--- src/verilog/pmc_map.svh ---
// Register map, field positions, reset values and timing constants of the power management control block
//
// Notes on behaviour
// - Reference-hold bit 15 keeps the analog reference on during transceiver reset; resets to 0.
// - With the reference switched off, wait about 100 ms before transceiver counts as operational.
// - Reference-hold and oscillator-keep bits survive a guarded reset only while reset protection is on.
// - Bit 14 zero gives normal crystal driver, one keeps the oscillator always running.
// - Oscillator-keep set stops oscillator shutdown in deepest suspend and unpowered state.
// - Bit 13 lets the energy-efficient wake flag act as a wakeup event; resets to 0.
// - Energy-efficient wake enable self-clears at resume end when resume-clears-enables is set.
// - Bit 12 flags energy-efficient wake, sets regardless of enable, write-one-clear, resets 0.
// - Resume-clears-status set clears the energy-efficient wake flag when a resume completes.
// - Bit 11 high holds MAC receive and transmit domains in reset until software clears it.
// - MAC domain resets release only while the matching domain clock is running.
// - Bit 9 set clears listed wake status flags at resume end; clear keeps them.
// - Bit 9 also clears the upper wake-cause bit and energy-efficient flag at resume end.
// - Automatic status clearing only follows remote-wake resumes, never host-initiated ones.
// - Bit 8 resets to 1 and clears all wake enables after remote-wake resumes only.
// - Bit 7 is a read-only ready flag, resets to 0, high only when device is ready.
// - Ready stays low until the transceiver reset sequence ends and it is operational.
// - Ready stays low while configuration contents load from external or one-time storage.
// - Bits 6:5 pick suspend level zero to three; field resets to 10b.
// - Entering the unconfigured state returns the suspend-level field to 10b.
// - Suspend levels zero and one behave identically.
// - Transceiver reset hold extends to 128 ms when the analog reference is switched off.
`ifndef PMC_MAP_SVH
`define PMC_MAP_SVH

// ----------------------------------------------------------------
// Register offset
// ----------------------------------------------------------------
`define PMC_CTL_OFFSET 32'h0000_0014

// ----------------------------------------------------------------
// Field positions
// ----------------------------------------------------------------
`define PMC_HOLD_REF_BIT 15
`define PMC_OSC_KEEP_BIT 14
`define PMC_EEE_EN_BIT 13
`define PMC_EEE_FLAG_BIT 12
`define PMC_MAC_RST_BIT 11
`define PMC_CLR_FLAGS_BIT 9
`define PMC_CLR_EN_BIT 8
`define PMC_READY_BIT 7
`define PMC_LEVEL_HI 6
`define PMC_LEVEL_LO 5

// ----------------------------------------------------------------
// Reset values
// ----------------------------------------------------------------
`define PMC_HOLD_REF_RST 1'b0
`define PMC_OSC_KEEP_RST 1'b1
`define PMC_EEE_EN_RST 1'b0
`define PMC_EEE_FLAG_RST 1'b0
`define PMC_MAC_RST_RST 1'b0
`define PMC_CLR_FLAGS_RST 1'b0
`define PMC_CLR_EN_RST 1'b1
`define PMC_READY_RST 1'b0
`define PMC_LEVEL_RST 2'h2

// ----------------------------------------------------------------
// Timing
// ----------------------------------------------------------------
`define PMC_CLK_PERIOD_NS 5
`define PMC_NS_PER_MS 1000000
`define PMC_HOLD_SHORT_MS 4
`define PMC_HOLD_LONG_MS 128
`define PMC_SETTLE_MS 100

`endif

--- src/verilog/pmc_pkg.sv ---
// Types shared by the power management control block
package pmc_pkg;

    typedef enum logic [1:0] {
        sleep_level_zero,
        sleep_level_one,
        sleep_level_two,
        sleep_level_three
    } sleep_level_t;

    typedef enum logic [1:0] {
        xcvr_hold,
        xcvr_settle,
        xcvr_run
    } xcvr_state_t;

    // Writable control fields of the register
    typedef struct packed {
        logic hold_analog_ref_on;
        logic oscillator_keep_running;
        logic energy_eff_wake_enable;
        logic energy_eff_wake_flag;
        logic mac_domain_reset;
        logic resume_clears_wake_flags;
        logic resume_clears_wake_enables;
        sleep_level_t sleep_level;
    } ctl_fields_t;

    // One-cycle requests to the wake control registers at the end of a resume
    typedef struct packed {
        logic clear_status_flags;
        logic clear_wake_cause_hi;
        logic clear_enables;
    } wake_clear_t;

endpackage

--- src/verilog/clk_run_gate.sv ---
// Gate of one MAC domain reset on the synchronised clock-running indication
`timescale 1ns/100ps
module clk_run_gate (
    // Clock and reset
    input wire logic clk_i,
    input wire logic rst_b_i,
    // Control
    input wire logic hold_reset_i,
    input wire logic clk_running_i,
    // Domain reset
    output logic domain_reset_o
);

    logic sync1_reg;
    logic sync2_reg;

    // Clock-running comes from another domain's detector
    always_ff @(posedge clk_i) begin
        if (!rst_b_i) begin
            sync1_reg <= 1'b0;
            sync2_reg <= 1'b0;
        end else begin
            sync1_reg <= clk_running_i;
            sync2_reg <= sync1_reg;
        end
    end

    // A stopped clock keeps its domain in reset so release is always seen by a live clock
    always_ff @(posedge clk_i) begin
        if (!rst_b_i) begin
            domain_reset_o <= 1'b1;
        end else begin
            domain_reset_o <= hold_reset_i || !sync2_reg;
        end
    end

endmodule

--- src/verilog/power_mgmt_control.sv ---
// Power management control register with transceiver reset sequencing and MAC domain resets
//
// Local design decision: register access over AHB-Lite.
`timescale 1ns/100ps
`include "pmc_map.svh"
module power_mgmt_control
    import pmc_pkg::*;
#(
    parameter int unsigned HOLD_SHORT_CYC = (`PMC_HOLD_SHORT_MS * `PMC_NS_PER_MS) / `PMC_CLK_PERIOD_NS,
    parameter int unsigned HOLD_LONG_CYC = (`PMC_HOLD_LONG_MS * `PMC_NS_PER_MS) / `PMC_CLK_PERIOD_NS,
    parameter int unsigned SETTLE_CYC = (`PMC_SETTLE_MS * `PMC_NS_PER_MS) / `PMC_CLK_PERIOD_NS
) (
    // Clock and reset
    input wire logic clk_i,
    input wire logic rst_b_i,

    // AHB-Lite slave
    input wire logic hsel_i,
    input wire logic [31:0] haddr_i,
    input wire logic [1:0] htrans_i,
    input wire logic hwrite_i,
    input wire logic [2:0] hsize_i,
    input wire logic [31:0] hwdata_i,
    input wire logic hready_i,
    output logic [31:0] hrdata_o,
    output logic hreadyout_o,
    output logic hresp_o,

    // Device resets and configuration loading
    input wire logic guarded_reset_i,
    input wire logic reset_protect_i,
    input wire logic cfg_osc_keep_i,
    input wire logic cfg_loading_i,
    input wire logic unconfigured_i,

    // Transceiver
    input wire logic xcvr_reset_request_i,
    output logic xcvr_reset_o,
    output logic xcvr_busy_o,
    output logic analog_ref_enable_o,

    // Suspend and oscillator
    input wire logic suspend_active_i,
    input wire logic unpowered_i,
    output sleep_level_t sleep_level_o,
    output logic oscillator_enable_o,

    // Wake events and resume
    input wire logic energy_eff_wake_event_i,
    input wire logic resume_done_i,
    input wire logic resume_remote_i,
    output logic energy_eff_wake_request_o,
    output wake_clear_t wake_clear_o,

    // MAC clock domains
    input wire logic rx_clk_running_i,
    input wire logic tx_clk_running_i,
    output logic mac_rx_reset_o,
    output logic mac_tx_reset_o,

    // Status
    output logic ready_o
);

    // ----------------------------------------------------------------
    // Helpers
    // ----------------------------------------------------------------
    // Levels zero and one share one behaviour
    function automatic sleep_level_t effective_level(input sleep_level_t lvl);
        effective_level = (lvl == sleep_level_one) ? sleep_level_zero : lvl;
    endfunction

    function automatic logic [31:0] pack_ctl(input ctl_fields_t f, input logic rdy);
        logic [31:0] w;

        w = 32'h0000_0000;
        w[`PMC_HOLD_REF_BIT] = f.hold_analog_ref_on;
        w[`PMC_OSC_KEEP_BIT] = f.oscillator_keep_running;
        w[`PMC_EEE_EN_BIT] = f.energy_eff_wake_enable;
        w[`PMC_EEE_FLAG_BIT] = f.energy_eff_wake_flag;
        w[`PMC_MAC_RST_BIT] = f.mac_domain_reset;
        w[`PMC_CLR_FLAGS_BIT] = f.resume_clears_wake_flags;
        w[`PMC_CLR_EN_BIT] = f.resume_clears_wake_enables;
        w[`PMC_READY_BIT] = rdy;
        w[`PMC_LEVEL_HI:`PMC_LEVEL_LO] = f.sleep_level;
        pack_ctl = w;
    endfunction

    // ----------------------------------------------------------------
    // Bus slave
    // ----------------------------------------------------------------
    logic addr_hit;
    logic addr_phase;
    logic wr_pend_reg;
    logic wr_data_phase;
    logic [31:0] wdata;

    ctl_fields_t ctl_reg;
    logic ready_reg;

    // Any hsize is taken as a whole word
    assign addr_phase = hsel_i && hready_i && htrans_i[1];
    assign addr_hit = (haddr_i == `PMC_CTL_OFFSET);

    // Zero wait states, never an error: unmapped addresses read zero and ignore writes
    assign hreadyout_o = 1'b1;
    assign hresp_o = 1'b0;

    always_ff @(posedge clk_i) begin
        if (!rst_b_i) begin
            wr_pend_reg <= 1'b0;
        end else if (hready_i) begin
            wr_pend_reg <= addr_phase && hwrite_i && addr_hit;
        end
    end

    assign wr_data_phase = wr_pend_reg;
    assign wdata = hwdata_i;

    // Read data is sampled in the address phase and stands through the data phase
    always_ff @(posedge clk_i) begin
        if (!rst_b_i) begin
            hrdata_o <= 32'h0000_0000;
        end else if (addr_phase && !hwrite_i) begin
            hrdata_o <= addr_hit ? pack_ctl(ctl_reg, ready_reg) : 32'h0000_0000;
        end
    end

    // ----------------------------------------------------------------
    // Resume handling
    // ----------------------------------------------------------------
    logic remote_resume_done;

    // Host resumes leave every wake bit alone
    assign remote_resume_done = resume_done_i && resume_remote_i;

    always_ff @(posedge clk_i) begin
        if (!rst_b_i) begin
            wake_clear_o <= '0;
        end else begin
            wake_clear_o.clear_status_flags <= remote_resume_done && ctl_reg.resume_clears_wake_flags;
            wake_clear_o.clear_wake_cause_hi <= remote_resume_done && ctl_reg.resume_clears_wake_flags;
            wake_clear_o.clear_enables <= remote_resume_done && ctl_reg.resume_clears_wake_enables;
        end
    end

    // ----------------------------------------------------------------
    // Guarded fields
    // ----------------------------------------------------------------
    // A guarded reset leaves these alone when protection is on, else reloads them
    always_ff @(posedge clk_i) begin
        if (!rst_b_i) begin
            ctl_reg.hold_analog_ref_on <= `PMC_HOLD_REF_RST;
            ctl_reg.oscillator_keep_running <= `PMC_OSC_KEEP_RST;
        end else if (guarded_reset_i) begin
            if (!reset_protect_i) begin
                ctl_reg.hold_analog_ref_on <= `PMC_HOLD_REF_RST;
                ctl_reg.oscillator_keep_running <= cfg_osc_keep_i;
            end
        end else if (wr_data_phase) begin
            ctl_reg.hold_analog_ref_on <= wdata[`PMC_HOLD_REF_BIT];
            ctl_reg.oscillator_keep_running <= wdata[`PMC_OSC_KEEP_BIT];
        end
    end

    // ----------------------------------------------------------------
    // Wake enable and flag
    // ----------------------------------------------------------------
    always_ff @(posedge clk_i) begin
        if (!rst_b_i || guarded_reset_i) begin
            ctl_reg.energy_eff_wake_enable <= `PMC_EEE_EN_RST;
        end else if (remote_resume_done && ctl_reg.resume_clears_wake_enables) begin
            ctl_reg.energy_eff_wake_enable <= 1'b0;
        end else if (wr_data_phase) begin
            ctl_reg.energy_eff_wake_enable <= wdata[`PMC_EEE_EN_BIT];
        end
    end

    // An event in the same cycle as a clear keeps the flag set
    always_ff @(posedge clk_i) begin
        if (!rst_b_i || guarded_reset_i) begin
            ctl_reg.energy_eff_wake_flag <= `PMC_EEE_FLAG_RST;
        end else if (energy_eff_wake_event_i) begin
            ctl_reg.energy_eff_wake_flag <= 1'b1;
        end else if (remote_resume_done && ctl_reg.resume_clears_wake_flags) begin
            ctl_reg.energy_eff_wake_flag <= 1'b0;
        end else if (wr_data_phase && wdata[`PMC_EEE_FLAG_BIT]) begin
            ctl_reg.energy_eff_wake_flag <= 1'b0;
        end
    end

    assign energy_eff_wake_request_o = ctl_reg.energy_eff_wake_enable && ctl_reg.energy_eff_wake_flag;

    // ----------------------------------------------------------------
    // Plain control fields
    // ----------------------------------------------------------------
    always_ff @(posedge clk_i) begin
        if (!rst_b_i || guarded_reset_i) begin
            ctl_reg.mac_domain_reset <= `PMC_MAC_RST_RST;
            ctl_reg.resume_clears_wake_flags <= `PMC_CLR_FLAGS_RST;
            ctl_reg.resume_clears_wake_enables <= `PMC_CLR_EN_RST;
        end else if (wr_data_phase) begin
            ctl_reg.mac_domain_reset <= wdata[`PMC_MAC_RST_BIT];
            ctl_reg.resume_clears_wake_flags <= wdata[`PMC_CLR_FLAGS_BIT];
            ctl_reg.resume_clears_wake_enables <= wdata[`PMC_CLR_EN_BIT];
        end
    end

    // Dropping to unconfigured overrides a write in the same cycle
    always_ff @(posedge clk_i) begin
        if (!rst_b_i || guarded_reset_i) begin
            ctl_reg.sleep_level <= sleep_level_t'(`PMC_LEVEL_RST);
        end else if (unconfigured_i) begin
            ctl_reg.sleep_level <= sleep_level_t'(`PMC_LEVEL_RST);
        end else if (wr_data_phase) begin
            ctl_reg.sleep_level <= sleep_level_t'(wdata[`PMC_LEVEL_HI:`PMC_LEVEL_LO]);
        end
    end

    assign sleep_level_o = effective_level(ctl_reg.sleep_level);

    // ----------------------------------------------------------------
    // Oscillator
    // ----------------------------------------------------------------
    logic deep_sleep;

    // Only level two stops the crystal in suspend; the unpowered state stops it at any level
    assign deep_sleep = (suspend_active_i && ctl_reg.sleep_level == sleep_level_two) || unpowered_i;

    always_ff @(posedge clk_i) begin
        if (!rst_b_i) begin
            oscillator_enable_o <= 1'b1;
        end else begin
            oscillator_enable_o <= ctl_reg.oscillator_keep_running || !deep_sleep;
        end
    end

    // ----------------------------------------------------------------
    // Transceiver reset sequence
    // ----------------------------------------------------------------
    xcvr_state_t xstate_reg;
    xcvr_state_t xstate_next;

    logic [31:0] xcnt_reg;
    logic [31:0] xcnt_next;

    logic ref_off_reg;
    logic [31:0] hold_len;

    // Switching the reference off saves power but costs the longer hold and the settle wait
    assign hold_len = ref_off_reg ? 32'(HOLD_LONG_CYC) : 32'(HOLD_SHORT_CYC);

    always_comb begin
        xstate_next = xstate_reg;
        xcnt_next = xcnt_reg + 32'h0000_0001;

        unique case (xstate_reg)
            xcvr_hold: begin
                if (xcnt_reg >= hold_len - 32'h0000_0001) begin
                    xstate_next = ref_off_reg ? xcvr_settle : xcvr_run;
                    xcnt_next = 32'h0000_0000;
                end
            end

            xcvr_settle: begin
                if (xcnt_reg >= 32'(SETTLE_CYC) - 32'h0000_0001) begin
                    xstate_next = xcvr_run;
                    xcnt_next = 32'h0000_0000;
                end
            end

            xcvr_run: begin
                xcnt_next = 32'h0000_0000;
                if (xcvr_reset_request_i) begin
                    xstate_next = xcvr_hold;
                end
            end
            default: begin
                xstate_next = xcvr_hold;
                xcnt_next = 32'h0000_0000;
            end
        endcase
    end

    // Requests during a running sequence are ignored
    always_ff @(posedge clk_i) begin
        if (!rst_b_i) begin
            xstate_reg <= xcvr_hold;
            xcnt_reg <= 32'h0000_0000;
        end else begin
            xstate_reg <= xstate_next;
            xcnt_reg <= xcnt_next;
        end
    end

    // Reference state is latched when the hold starts so a mid-sequence write cannot shorten it
    always_ff @(posedge clk_i) begin
        if (!rst_b_i) begin
            ref_off_reg <= !`PMC_HOLD_REF_RST;
        end else if (xstate_reg == xcvr_run && xcvr_reset_request_i) begin
            ref_off_reg <= !ctl_reg.hold_analog_ref_on;
        end
    end

    assign xcvr_reset_o = (xstate_reg == xcvr_hold);
    assign xcvr_busy_o = (xstate_reg != xcvr_run);
    assign analog_ref_enable_o = !(xstate_reg == xcvr_hold && ref_off_reg);

    // ----------------------------------------------------------------
    // Ready
    // ----------------------------------------------------------------
    // Follows the next state so ready rises as the sequence ends
    always_ff @(posedge clk_i) begin
        if (!rst_b_i) begin
            ready_reg <= `PMC_READY_RST;
        end else begin
            ready_reg <= (xstate_next == xcvr_run) && !cfg_loading_i;
        end
    end

    assign ready_o = ready_reg;

    // ----------------------------------------------------------------
    // MAC domain resets
    // ----------------------------------------------------------------
    // One gate per clock domain
    clk_run_gate rx_gate (
        .clk_i(clk_i),
        .rst_b_i(rst_b_i),
        .hold_reset_i(ctl_reg.mac_domain_reset),
        .clk_running_i(rx_clk_running_i),
        .domain_reset_o(mac_rx_reset_o)
    );

    clk_run_gate tx_gate (
        .clk_i(clk_i),
        .rst_b_i(rst_b_i),
        .hold_reset_i(ctl_reg.mac_domain_reset),
        .clk_running_i(tx_clk_running_i),
        .domain_reset_o(mac_tx_reset_o)
    );

endmodule

--- config.mk ---
export PLATFORM = sky130hd
export DESIGN_NAME = power_mgmt_control
export DESIGN_NICKNAME = d
export VERILOG_FILES = /design/src/verilog/pmc_pkg.sv /design/src/verilog/clk_run_gate.sv /design/src/verilog/power_mgmt_control.sv
export VERILOG_INCLUDE_DIRS = /design/src /design/src/verilog
export SDC_FILE = /design/constraint.sdc
export NUM_CORES = 1
export LEC_CHECK = 0
export BUFFER_PORTS_ARGS = -buffer_cell sky130_fd_sc_hd__buf_2
export CORE_MARGIN = 2
export CORE_UTILIZATION = 42
export CTS_CLUSTER_SIZE = 14
export DETAILED_ROUTE_END_ITERATION = 7
export PLACE_DENSITY = 0.8
export SLEW_MARGIN = 20
export SYNTH_ARGS = -nofsm -noshare
export SYNTH_HDL_FRONTEND = slang
export SYNTH_SLANG_ARGS = --single-unit
--- constraint.sdc ---
create_clock -name clk_i -period 3.7 [get_ports clk_i]
set_clock_uncertainty 0.15 [all_clocks]
set_input_delay 0.37 -clock clk_i [delete_from_list [all_inputs] [get_ports clk_i]]
set_output_delay 0.37 -clock clk_i [all_outputs]
set_load 0.005 [all_outputs]
# Yosys cells after proc, flatten, opt, wreduce, memory -nomap -nowiden
# Index checks and enable logic that the tools add are counted.
[classes] n_addsub=2 magnitude_cmp=2 eq_ne=8 muxes=17 div=0 reduce_logical=33 multipliers=0 shifts=0 n_bitwise=0
[ops] operator="two-way mux 32 bit" count=2
[ops] operator="case mux 32 bit (2 select lines)" count=1
[ops] operator="adder 32 x 1 -> 32 bit (second input constant)" count=1
[ops] operator="== test 32 x 5 -> 1 bit (second input constant)" count=1
[ops] operator=">= comparator 32 x 25 -> 1 bit (second input constant)" count=1
[ops] operator=">= comparator 32 bit" count=1
[ops] operator="subtractor 25 x 1 -> 26 bit (second input constant)" count=1
[ops] operator="two-way mux 25 bit" count=1
[ops] operator="two-way mux 16 bit" count=1
[ops] operator="two-way mux 2 bit" count=8
[ops] operator="logical AND 1 bit" count=14
[ops] operator="logical NOT 1 bit" count=8
[ops] operator="== test 2 bit (second input constant)" count=3
[ops] operator="case mux 2 bit (3 select lines)" count=1
[ops] operator="logical OR 1 bit" count=5
[ops] operator="== test 2 x 1 -> 1 bit (second input constant)" count=2
[ops] operator="!= test 2 bit (second input constant)" count=2
[ops] operator="OR reduction 2 bit" count=2
[ops] operator="two-way mux 1 bit" count=3
[ops] operator="nonzero test 3 bit" count=1
[ops] operator="logical NOT 2 bit" count=1
[ops] operator="AND reduction 2 bit" count=1
[ops] operator="nonzero test 2 bit" count=1
[totals] output_inout_bits=47 ramBits=0 rom_bits=0 latch_bits=0 mem_count=0 reg_bits=87

# Depth between registers and ports, before layout
# Gate-level depths: netlist (run 1).
[depth] word_depth=7 ltp_mapped=8 depth_no_buf=7

# By module
# A second synthesis (run 1) with hierarchy kept.
[unflattened] cells_unflattened=344 area_unflattened_um2=3385.7
[modules_own_cells] module="power_mgmt_control" n_inst=1 cells_per_inst=332 area_each_um2=3225.6
[modules_own_cells] module="clk_run_gate" n_inst=2 cells_per_inst=6 area_each_um2=80.1

# Worst setup path before layout (run 1)
# No wires, ideal clock.
[synth_timing] path_type="flip-flop to flip-flop" start="register ref_off_reg" end="register xcnt_reg[8]" setup_slack_ps=1675 required_ps=3484 period_less_slack_ps=2025 setup_time_ps=66 arrival_time_ps=1809 path_stages_with_launch=9 cell_sequence="dfxtp_1 > inv_1 > ha_1 > a21oi_1 > o211ai_1 > a211oi_4 > nand4_4 > buf_6 > a21oi_2"
[synth_between] elab_chain_cells=5
[synth_lines] element="start: declaration" line_no="power_mgmt_control.sv:247" text="logic ref_off_reg;"
[synth_lines] element="start signal: assignment" line_no="power_mgmt_control.sv:299" text="ref_off_reg <= !`PMC_HOLD_REF_RST;"
[synth_lines] element="start signal: assignment" line_no="power_mgmt_control.sv:301" text="ref_off_reg <= !ctl_reg.hold_analog_ref_on;"
[synth_lines] element="two-way mux 25 bit" line_no="power_mgmt_control.sv:251" text="assign hold_len = ref_off_reg ? 32'(HOLD_LONG_CYC) : 32'(HOLD_SHORT_CYC);"
[synth_lines] element="subtractor 25 x 1 -> 26 bit" line_no="power_mgmt_control.sv:259" text="if (xcnt_reg >= hold_len - 32'h0000_0001) begin"
[synth_lines] element=">= comparator 32 bit" line_no="power_mgmt_control.sv:259"
[synth_lines] element="two-way mux 32 bit" line_no="power_mgmt_control.sv:259"
[synth_lines] element="case mux 32 bit (2 select lines)" line_no="power_mgmt_control.sv:257" text="unique case (xstate_reg)"
[synth_lines] element="end signal: assignment" line_no="power_mgmt_control.sv:292" text="xcnt_reg <= xcnt_next;"
[synth_lines] element="end: declaration" line_no="power_mgmt_control.sv:244" text="logic [31:0] xcnt_reg;"
# Every way passes these cells.
# A chain may end at the register's enable or synchronous reset.

# Worst setup path in the final report (run 1)
[layout_timing] start="register ref_off_reg" end="register xcnt_reg[16]"
# Same word-level chain as after synthesis.

==> key figures, run 1 <==
Run status
  – Status: finished, final reports clean

Die
  – Full die area: 8610 µm²
  – Top Ports: 134
  – Starting Density: 43.1%
  – CORE AREA: 7690 µm²
  – Die height: 92.8 µm
  – Die W: 92.8 µm
  – Rows: 32

Power
  – Internal cell power: 0.00112 W
  – Switching Fraction: 24.5%
  – Switching pwr: 0.000363 W
  – Register share of total power: 48.8%
  – Pwr dens: 379 nW/µm²
  – Lkg Pwr: 1.53 nW
  – Maximum VDD drop: 0.234 mV
  – Clk pwr share: 43.6%
  – Comb pwr share: 7.6%

Cells and area
  – Max reg flops: 32
  – Area growth, synth to finish: 18.1%
  – Nets: 533
  – Share of layout cells above drive strength 1: 30.2%
  – Cell area after layout: 3910 µm²

Yosys
  – Post-Syn Area: 3310 µm²
  – Top-count cell post-synth: dfxtp_1
  – Synth top area cells: dfxtp_1 (39%), buf_4 (5.7%), a21oi_2 (5.3%)
  – Syn Area/Cell: 9.44 µm²
  – Synth async-reset ratio: 0%
  – Most used DFF post-synth: dfxtp_1
  – Most common library cells after synthesis: dfxtp_1 (65), nand2_1 (30), buf_4 (25), a21oi_2 (20), nand3_1 (20)
  – Mapped Cells: 351
  – Yosys reg bits: 65
  – Synth warn: 0
  – Seq/Total Area, Yosys: 39.3%
  – Post-synth top area share: 39.3%
  – Synth area leader: dfxtp_1
  – Number of synthesized flops with an enable pin: 0
  – Distinct cells, synth: 54

Timing
  – Final setup TNS: 0 ns
  – Final period utilization: 69.9%
  – Final hold viol count: 0
  – Least-Margin Pin Slew: 0.612 ns
  – Min Tclk post-route: 2.59 ns
  – Fmax: 387 MHz
  – Slew Limit Fails: 0
  – Final Setup Violations: 0
  – Hold slack final: 0.0512 ns
  – RSZ-0062 raised after global routing: no
  – Rel. slew slack: 59.1%

Setup path
  – Max Fanout on Critical Path: 26
  – Worst Path Arrival: 2.71 ns
  – Crit end category: flop
  – CP Data Required Time: 3.82 ns
  – Critical path class: reg -> reg
  – R2r setup slk: 1.11 ns
  – Critical Path Source Type: flop

Clock tree
  – CTS tree: yes
  – CTS max path bufs: 2
  – Clock root cell: clkbuf_8
  – Clock latency on the worst-skew pair: 0.36 ns
  – # hold bufs at CTS: 0
  – Cts repair resizes: 0
  – Clk sinks: 65
  – Post-CTS setup repair buffer count: 0
  – CTS buffer count: 9
  – Htree depth: 3
  – Clk slew on worst S/H paths: 0.08 ns

Hold path
  – Hold Crit Class: in -> reg

Flow run
  – # Max-Cap Violations: 0

GRT
  – Number of global-route vias before repair: 2,625
  – Initial antenna violation count: 1
  – First-pass GRT wire length: 11,700 µm
  – GRT Overall Usage: 17.5%
  – Remaining global-route overflow: 0
  – Largest net degree at the start of global routing: 29

Detailed routing
  – DRC: 0
  – Routed wire length: 7120 µm
  – WL/cell: 13.1 µm
  – Final ANT Viol Nets: 0
  – Initial DRC count: 168
  – Via density: 5.02
  – Drt pass-1 iters: 4
  – Vias: 2,731

Place
  – DP Wirelength: 5250 µm
  – PortBufs: 82
  – Placed cell areas: 3700 µm²
  – GPL Wtd Cong: 0.854
-- critical path: stages, from the launching register on --
cell and delay (ns):
dfxtp_1 0.43, inv_1 0.20, ha_1 0.34, a21oi_1 0.15
o211ai_1 0.14, a211oi_4 0.30, nand4_4 0.50, a21oi_1 0.29
-- final cells by class --
cell class,instances,area (µm²)
clock inverters,5,61.3
flip-flops and latches,65,1300
clock buffers,11,151
repair buffers,82,410
well taps,102,128
inverters,6,22.5
diodes,1,2.50
fillers,744,3780
multi-input cells,272,1830
-- cells by family after synthesis --
kind of cell | after synthesis | share of synthesized area (%)
DFF | 65 | 39.3
and+or+nand+nor | 138 | 25.3
buffers and inverters | 42 | 8.50
AOI/OAI and AO/OA | 65 | 15.1
muxes | 5 | 1.51
adders and majority gates | 10 | 3.78
xor gates and xnor gates | 24 | 6.35
other | 2 | 0.227
-- metal layers --
metal,wire (µm),GRT usage (%),part of all wire (%),vias to the layer above
li1,-,-,-,1366
met1,2950,20.0,41,1257
met2,3570,28.6,50,86
met3,296,3.42,4.2,22
met4,306,13.6,4.3,0
met5,0,0,0,-
-- metrics by stage --
step | utilization (%) | total power [W] | setup WS, ns | instances
6_report | 50.9 | 0.00148 | 1.11 | 544
5_1_grt | 50.9 | 0.00154 | 0.885 | 544
4_1_cts | 50.8 | 0.00150 | 1.12 | 543
3_5_place_dp | 48.1 | 0.000851 | 1.11 | 527
3_3_place_gp | 48.1 | 0.000846 | 1.18 | 527
2_1_floorplan | - | 0.000813 | 1.68 | 379
-- cell usage in the layout (no fill, tap or decap), drive strengths merged, types with 11 or more instances in the layout --
cell / n
nand2: 31
dfxtp: 65
nand3: 20
conb: 30
nor2: 17
nand4: 11
a21oi: 31
buf: 82
nor3: 14
a21boi: 12
xnor2: 19
clkbuf: 11
-- final timing paths --
check / startpoint / endpoint / cells after the start
min: unconfigured_i / ctl_reg[0] / 2
max reg2reg: ref_off_reg / xcnt_reg[16] / 7
min reg2reg: tx_gate.sync2_reg / tx_gate.domain_reset_o / 1
max: ref_off_reg / xcnt_reg[16] / 7
-- power groups by stage --
| stage | registers (W) | clock network [W] | logic [W] |
|---|---|---|---|
| finish | 0.000723 | 0.000646 | 0.000113 |
| global route | 0.000725 | 0.000689 | 0.000126 |
| CTS | 0.000723 | 0.000665 | 0.000112 |
| detailed placement | 0.000740 | 0 | 0.000112 |
| global placement | 0.000739 | 0 | 0.000108 |
| floorplan | 0.000737 | 0 | 0.0000757 |
No activity file was read; power rests on OpenSTA's default activity.
==> inputs of run 2 (changes only) <==
--- a/config.mk
+++ b/config.mk
@@ -6,6 +6,7 @@
 export SDC_FILE = /design/constraint.sdc
 export NUM_CORES = 1
 export LEC_CHECK = 0
+export ABC_AREA = 1
 export BUFFER_PORTS_ARGS = -buffer_cell sky130_fd_sc_hd__buf_2
 export CORE_MARGIN = 2
 export CORE_UTILIZATION = 42
==> constraint.sdc (replaced) <==
create_clock -name clk_i -period 2.45 [get_ports clk_i]
set_clock_uncertainty 0.15 [all_clocks]
set_input_delay 0.245 -clock clk_i [delete_from_list [all_inputs] [get_ports clk_i]]
set_output_delay 0.245 -clock clk_i [all_outputs]
set_load 0.005 [all_outputs]
==> run 2 against run 1 <==
Core utilization up 2.3 points. Synthesized cell count up 30%. Routed wire length up 4.5%. Non-clock buffer count up 12. First-iteration DRC count down 26%. Via count up 13%. Total power up 55%. Clock-buffer cell count down 1. Sequential power up 52%.
==> key figures, run 2 <==
Run status
  – Status: finished, final reports clean

Cells and area
  – Share of layout cells above drive strength 1: 25.6%
  – Ant. Diodes: 0
  – Cell area after layout: 4130 µm²
  – Nets: 651
  – Commonest non-fill, non-tap cells in the layout: nand2_1 (89), buf_2 (82), dfxtp_1 (65), inv_1 (52), nor2_1 (46)
  – Area growth, synth to finish: 21.8%
  – Finished Core Util: 53.2%
  – Max reg flops: 32
  – Most common cell after layout, fill and taps aside: nand2_1

Clock tree
  – Post-CTS setup repair buffer count: 0
  – CTS buffer count: 9
  – Htree depth: 3
  – CTS tree: yes
  – Clk sinks: 65
  – Cts repair resizes: 0
  – Clock latency on the worst-skew pair: 0.33 ns
  – Clock root cell: clkbuf_8
  – Clk slew on worst S/H paths: 0.08 ns
  – # hold bufs at CTS: 7
  – CTS max path bufs: 2

Yosys
  – Synth top area cells: dfxtp_1 (38%), nand2_1 (9.8%), inv_1 (5.8%)
  – Synth warn: 0
  – Synth area leader: dfxtp_1
  – Synth async-reset ratio: 0%
  – Post-Syn Area: 3390 µm²
  – Post-synth top area share: 38.4%
  – Syn Area/Cell: 7.45 µm²
  – Top-count cell post-synth: nand2_1
  – Distinct cells, synth: 37
  – Yosys reg bits: 65
  – Number of synthesized flops with an enable pin: 0
  – Seq/Total Area, Yosys: 38.4%
  – Mapped Cells: 455
  – Most used DFF post-synth: dfxtp_1
  – Most common library cells after synthesis: nand2_1 (89), dfxtp_1 (65), inv_1 (52), nor2_1 (46), buf_4 (25)

Die
  – Full die area: 8810 µm²
  – Die W: 93.9 µm
  – Top Ports: 134
  – CORE AREA: 7770 µm²
  – Die height: 93.9 µm
  – Starting Density: 43.7%
  – Rows: 32

Timing
  – RSZ-0062 raised after global routing: no
  – Final period utilization: 88.6%
  – Fmax: 461 MHz
  – Min Tclk post-route: 2.17 ns
  – Slew Limit Fails: 0
  – Hold slack final: 0.0199 ns
  – Final Setup Violations: 0
  – Final hold viol count: 0
  – Final setup TNS: 0 ns

Detailed routing
  – DRC: 0
  – Routed wire length: 7440 µm
  – Final ANT Viol Nets: 0
  – Initial DRC count: 125
  – WL/cell: 11.3 µm
  – Via density: 4.67
  – Drt pass-1 iters: 4
  – Vias: 3,088

GRT
  – Largest net degree at the start of global routing: 21
  – Number of global-route vias before repair: 2,935
  – First-pass GRT wire length: 12,500 µm
  – GRT Overall Usage: 17.6%
  – Initial antenna violation count: 0
  – Remaining global-route overflow: 0

Power
  – Lkg Pwr: 1.92 nW
  – Pwr dens: 556 nW/µm²
  – Tot Pwr: 0.00230 W
  – Maximum VDD drop: 0.358 mV

Setup path
  – Max Fanout on Critical Path: 17
  – Worst Path Arrival: 2.24 ns
  – CP Data Required Time: 2.52 ns
  – Crit end category: flop
  – Critical Path Source Type: flop
  – Critical path class: reg -> reg

Place
  – DP Wirelength: 5560 µm
  – Placed cell areas: 3830 µm²
  – PortBufs: 82
  – GPL Wtd Cong: 0.909

Flow run
  – # Max-Cap Violations: 0

Hold path
  – Hold Crit Class: in -> reg
[run 2: cell type report]
type,instances,area [µm²]
well taps,102,128
clock buffers,10,138
repair buffers,94,531
flip-flops and latches,65,1300
fillers,719,3640
multi-input cells,330,1740
clock inverters,6,88.8
inverters,54,203
[run 2: path summary, 6_finish.rpt]
path / end / slack (ns) / cells past startpoint / from
setup / recovery: xcnt_reg[21] / 0.28 / 12 / ref_off_reg
hold / removal: ctl_reg[6] / 0.02 / 3 / hwdata_i[13]
setup reg to reg: xcnt_reg[21] / 0.28 / 12 / ref_off_reg
hold reg to reg: tx_gate.domain_reset_o / 0.25 / 1 / tx_gate.sync2_reg
[run 2: kinds of logic (layout without fill, tap and decap cells)]
logic type | Yosys count | count (layout) | synth area share, %
AOI/OAI and AO/OA | 47 | 47 | 7.53
xor gates and xnor gates | 19 | 19 | 4.91
adders and majority gates | 10 | 10 | 3.69
buffers and inverters | 88 | 164 | 13.4
DFF | 65 | 65 | 38.4
other | 2 | 30 | 0.221
and+or+nand+nor | 224 | 224 | 31.9
[run 2: power by group]
group	leakage [nW]	internal [W]	switching [W]
Combinational	1.28	0.0000828	0.0000943
Sequential	0.529	0.00108	0.0000140
Clock	0.109	0.000602	0.000423
Total	1.92	0.00177	0.000531
[run 2: worst max-delay path, stage by stage (launching register included)]
cell,delay (ns)
dfxtp_1,0.33
inv_1,0.16
ha_1,0.37
nand2_2,0.06
nor2_1,0.15
nand4_1,0.10
nor2_1,0.11
nand2_1,0.08
nand3_2,0.08
nand2_2,0.07
nand2_4,0.11
buf_12,0.19
nor2_2,0.05
[run 2: per-stage QoR]
step / worst slack, ns / cells
after floorplan: 0.503 / 483
after global placement: 0.363 / 638
after detailed placement: 0.325 / 638
after CTS: 0.290 / 661
after global routing: 0.106 / 661
final: 0.280 / 661
[run 2: per-layer routing]
| metal | GRT usage, % | wire length [µm] | up-vias |
|---|---|---|---|
| met5 | 0 | 0 | - |
| li1 | - | - | 1593 |
| met2 | 31.5 | 3770 | 97 |
| met4 | 7.13 | 65 | 0 |
| met3 | 4.41 | 479 | 7 |
| met1 | 19.7 | 3120 | 1391 |
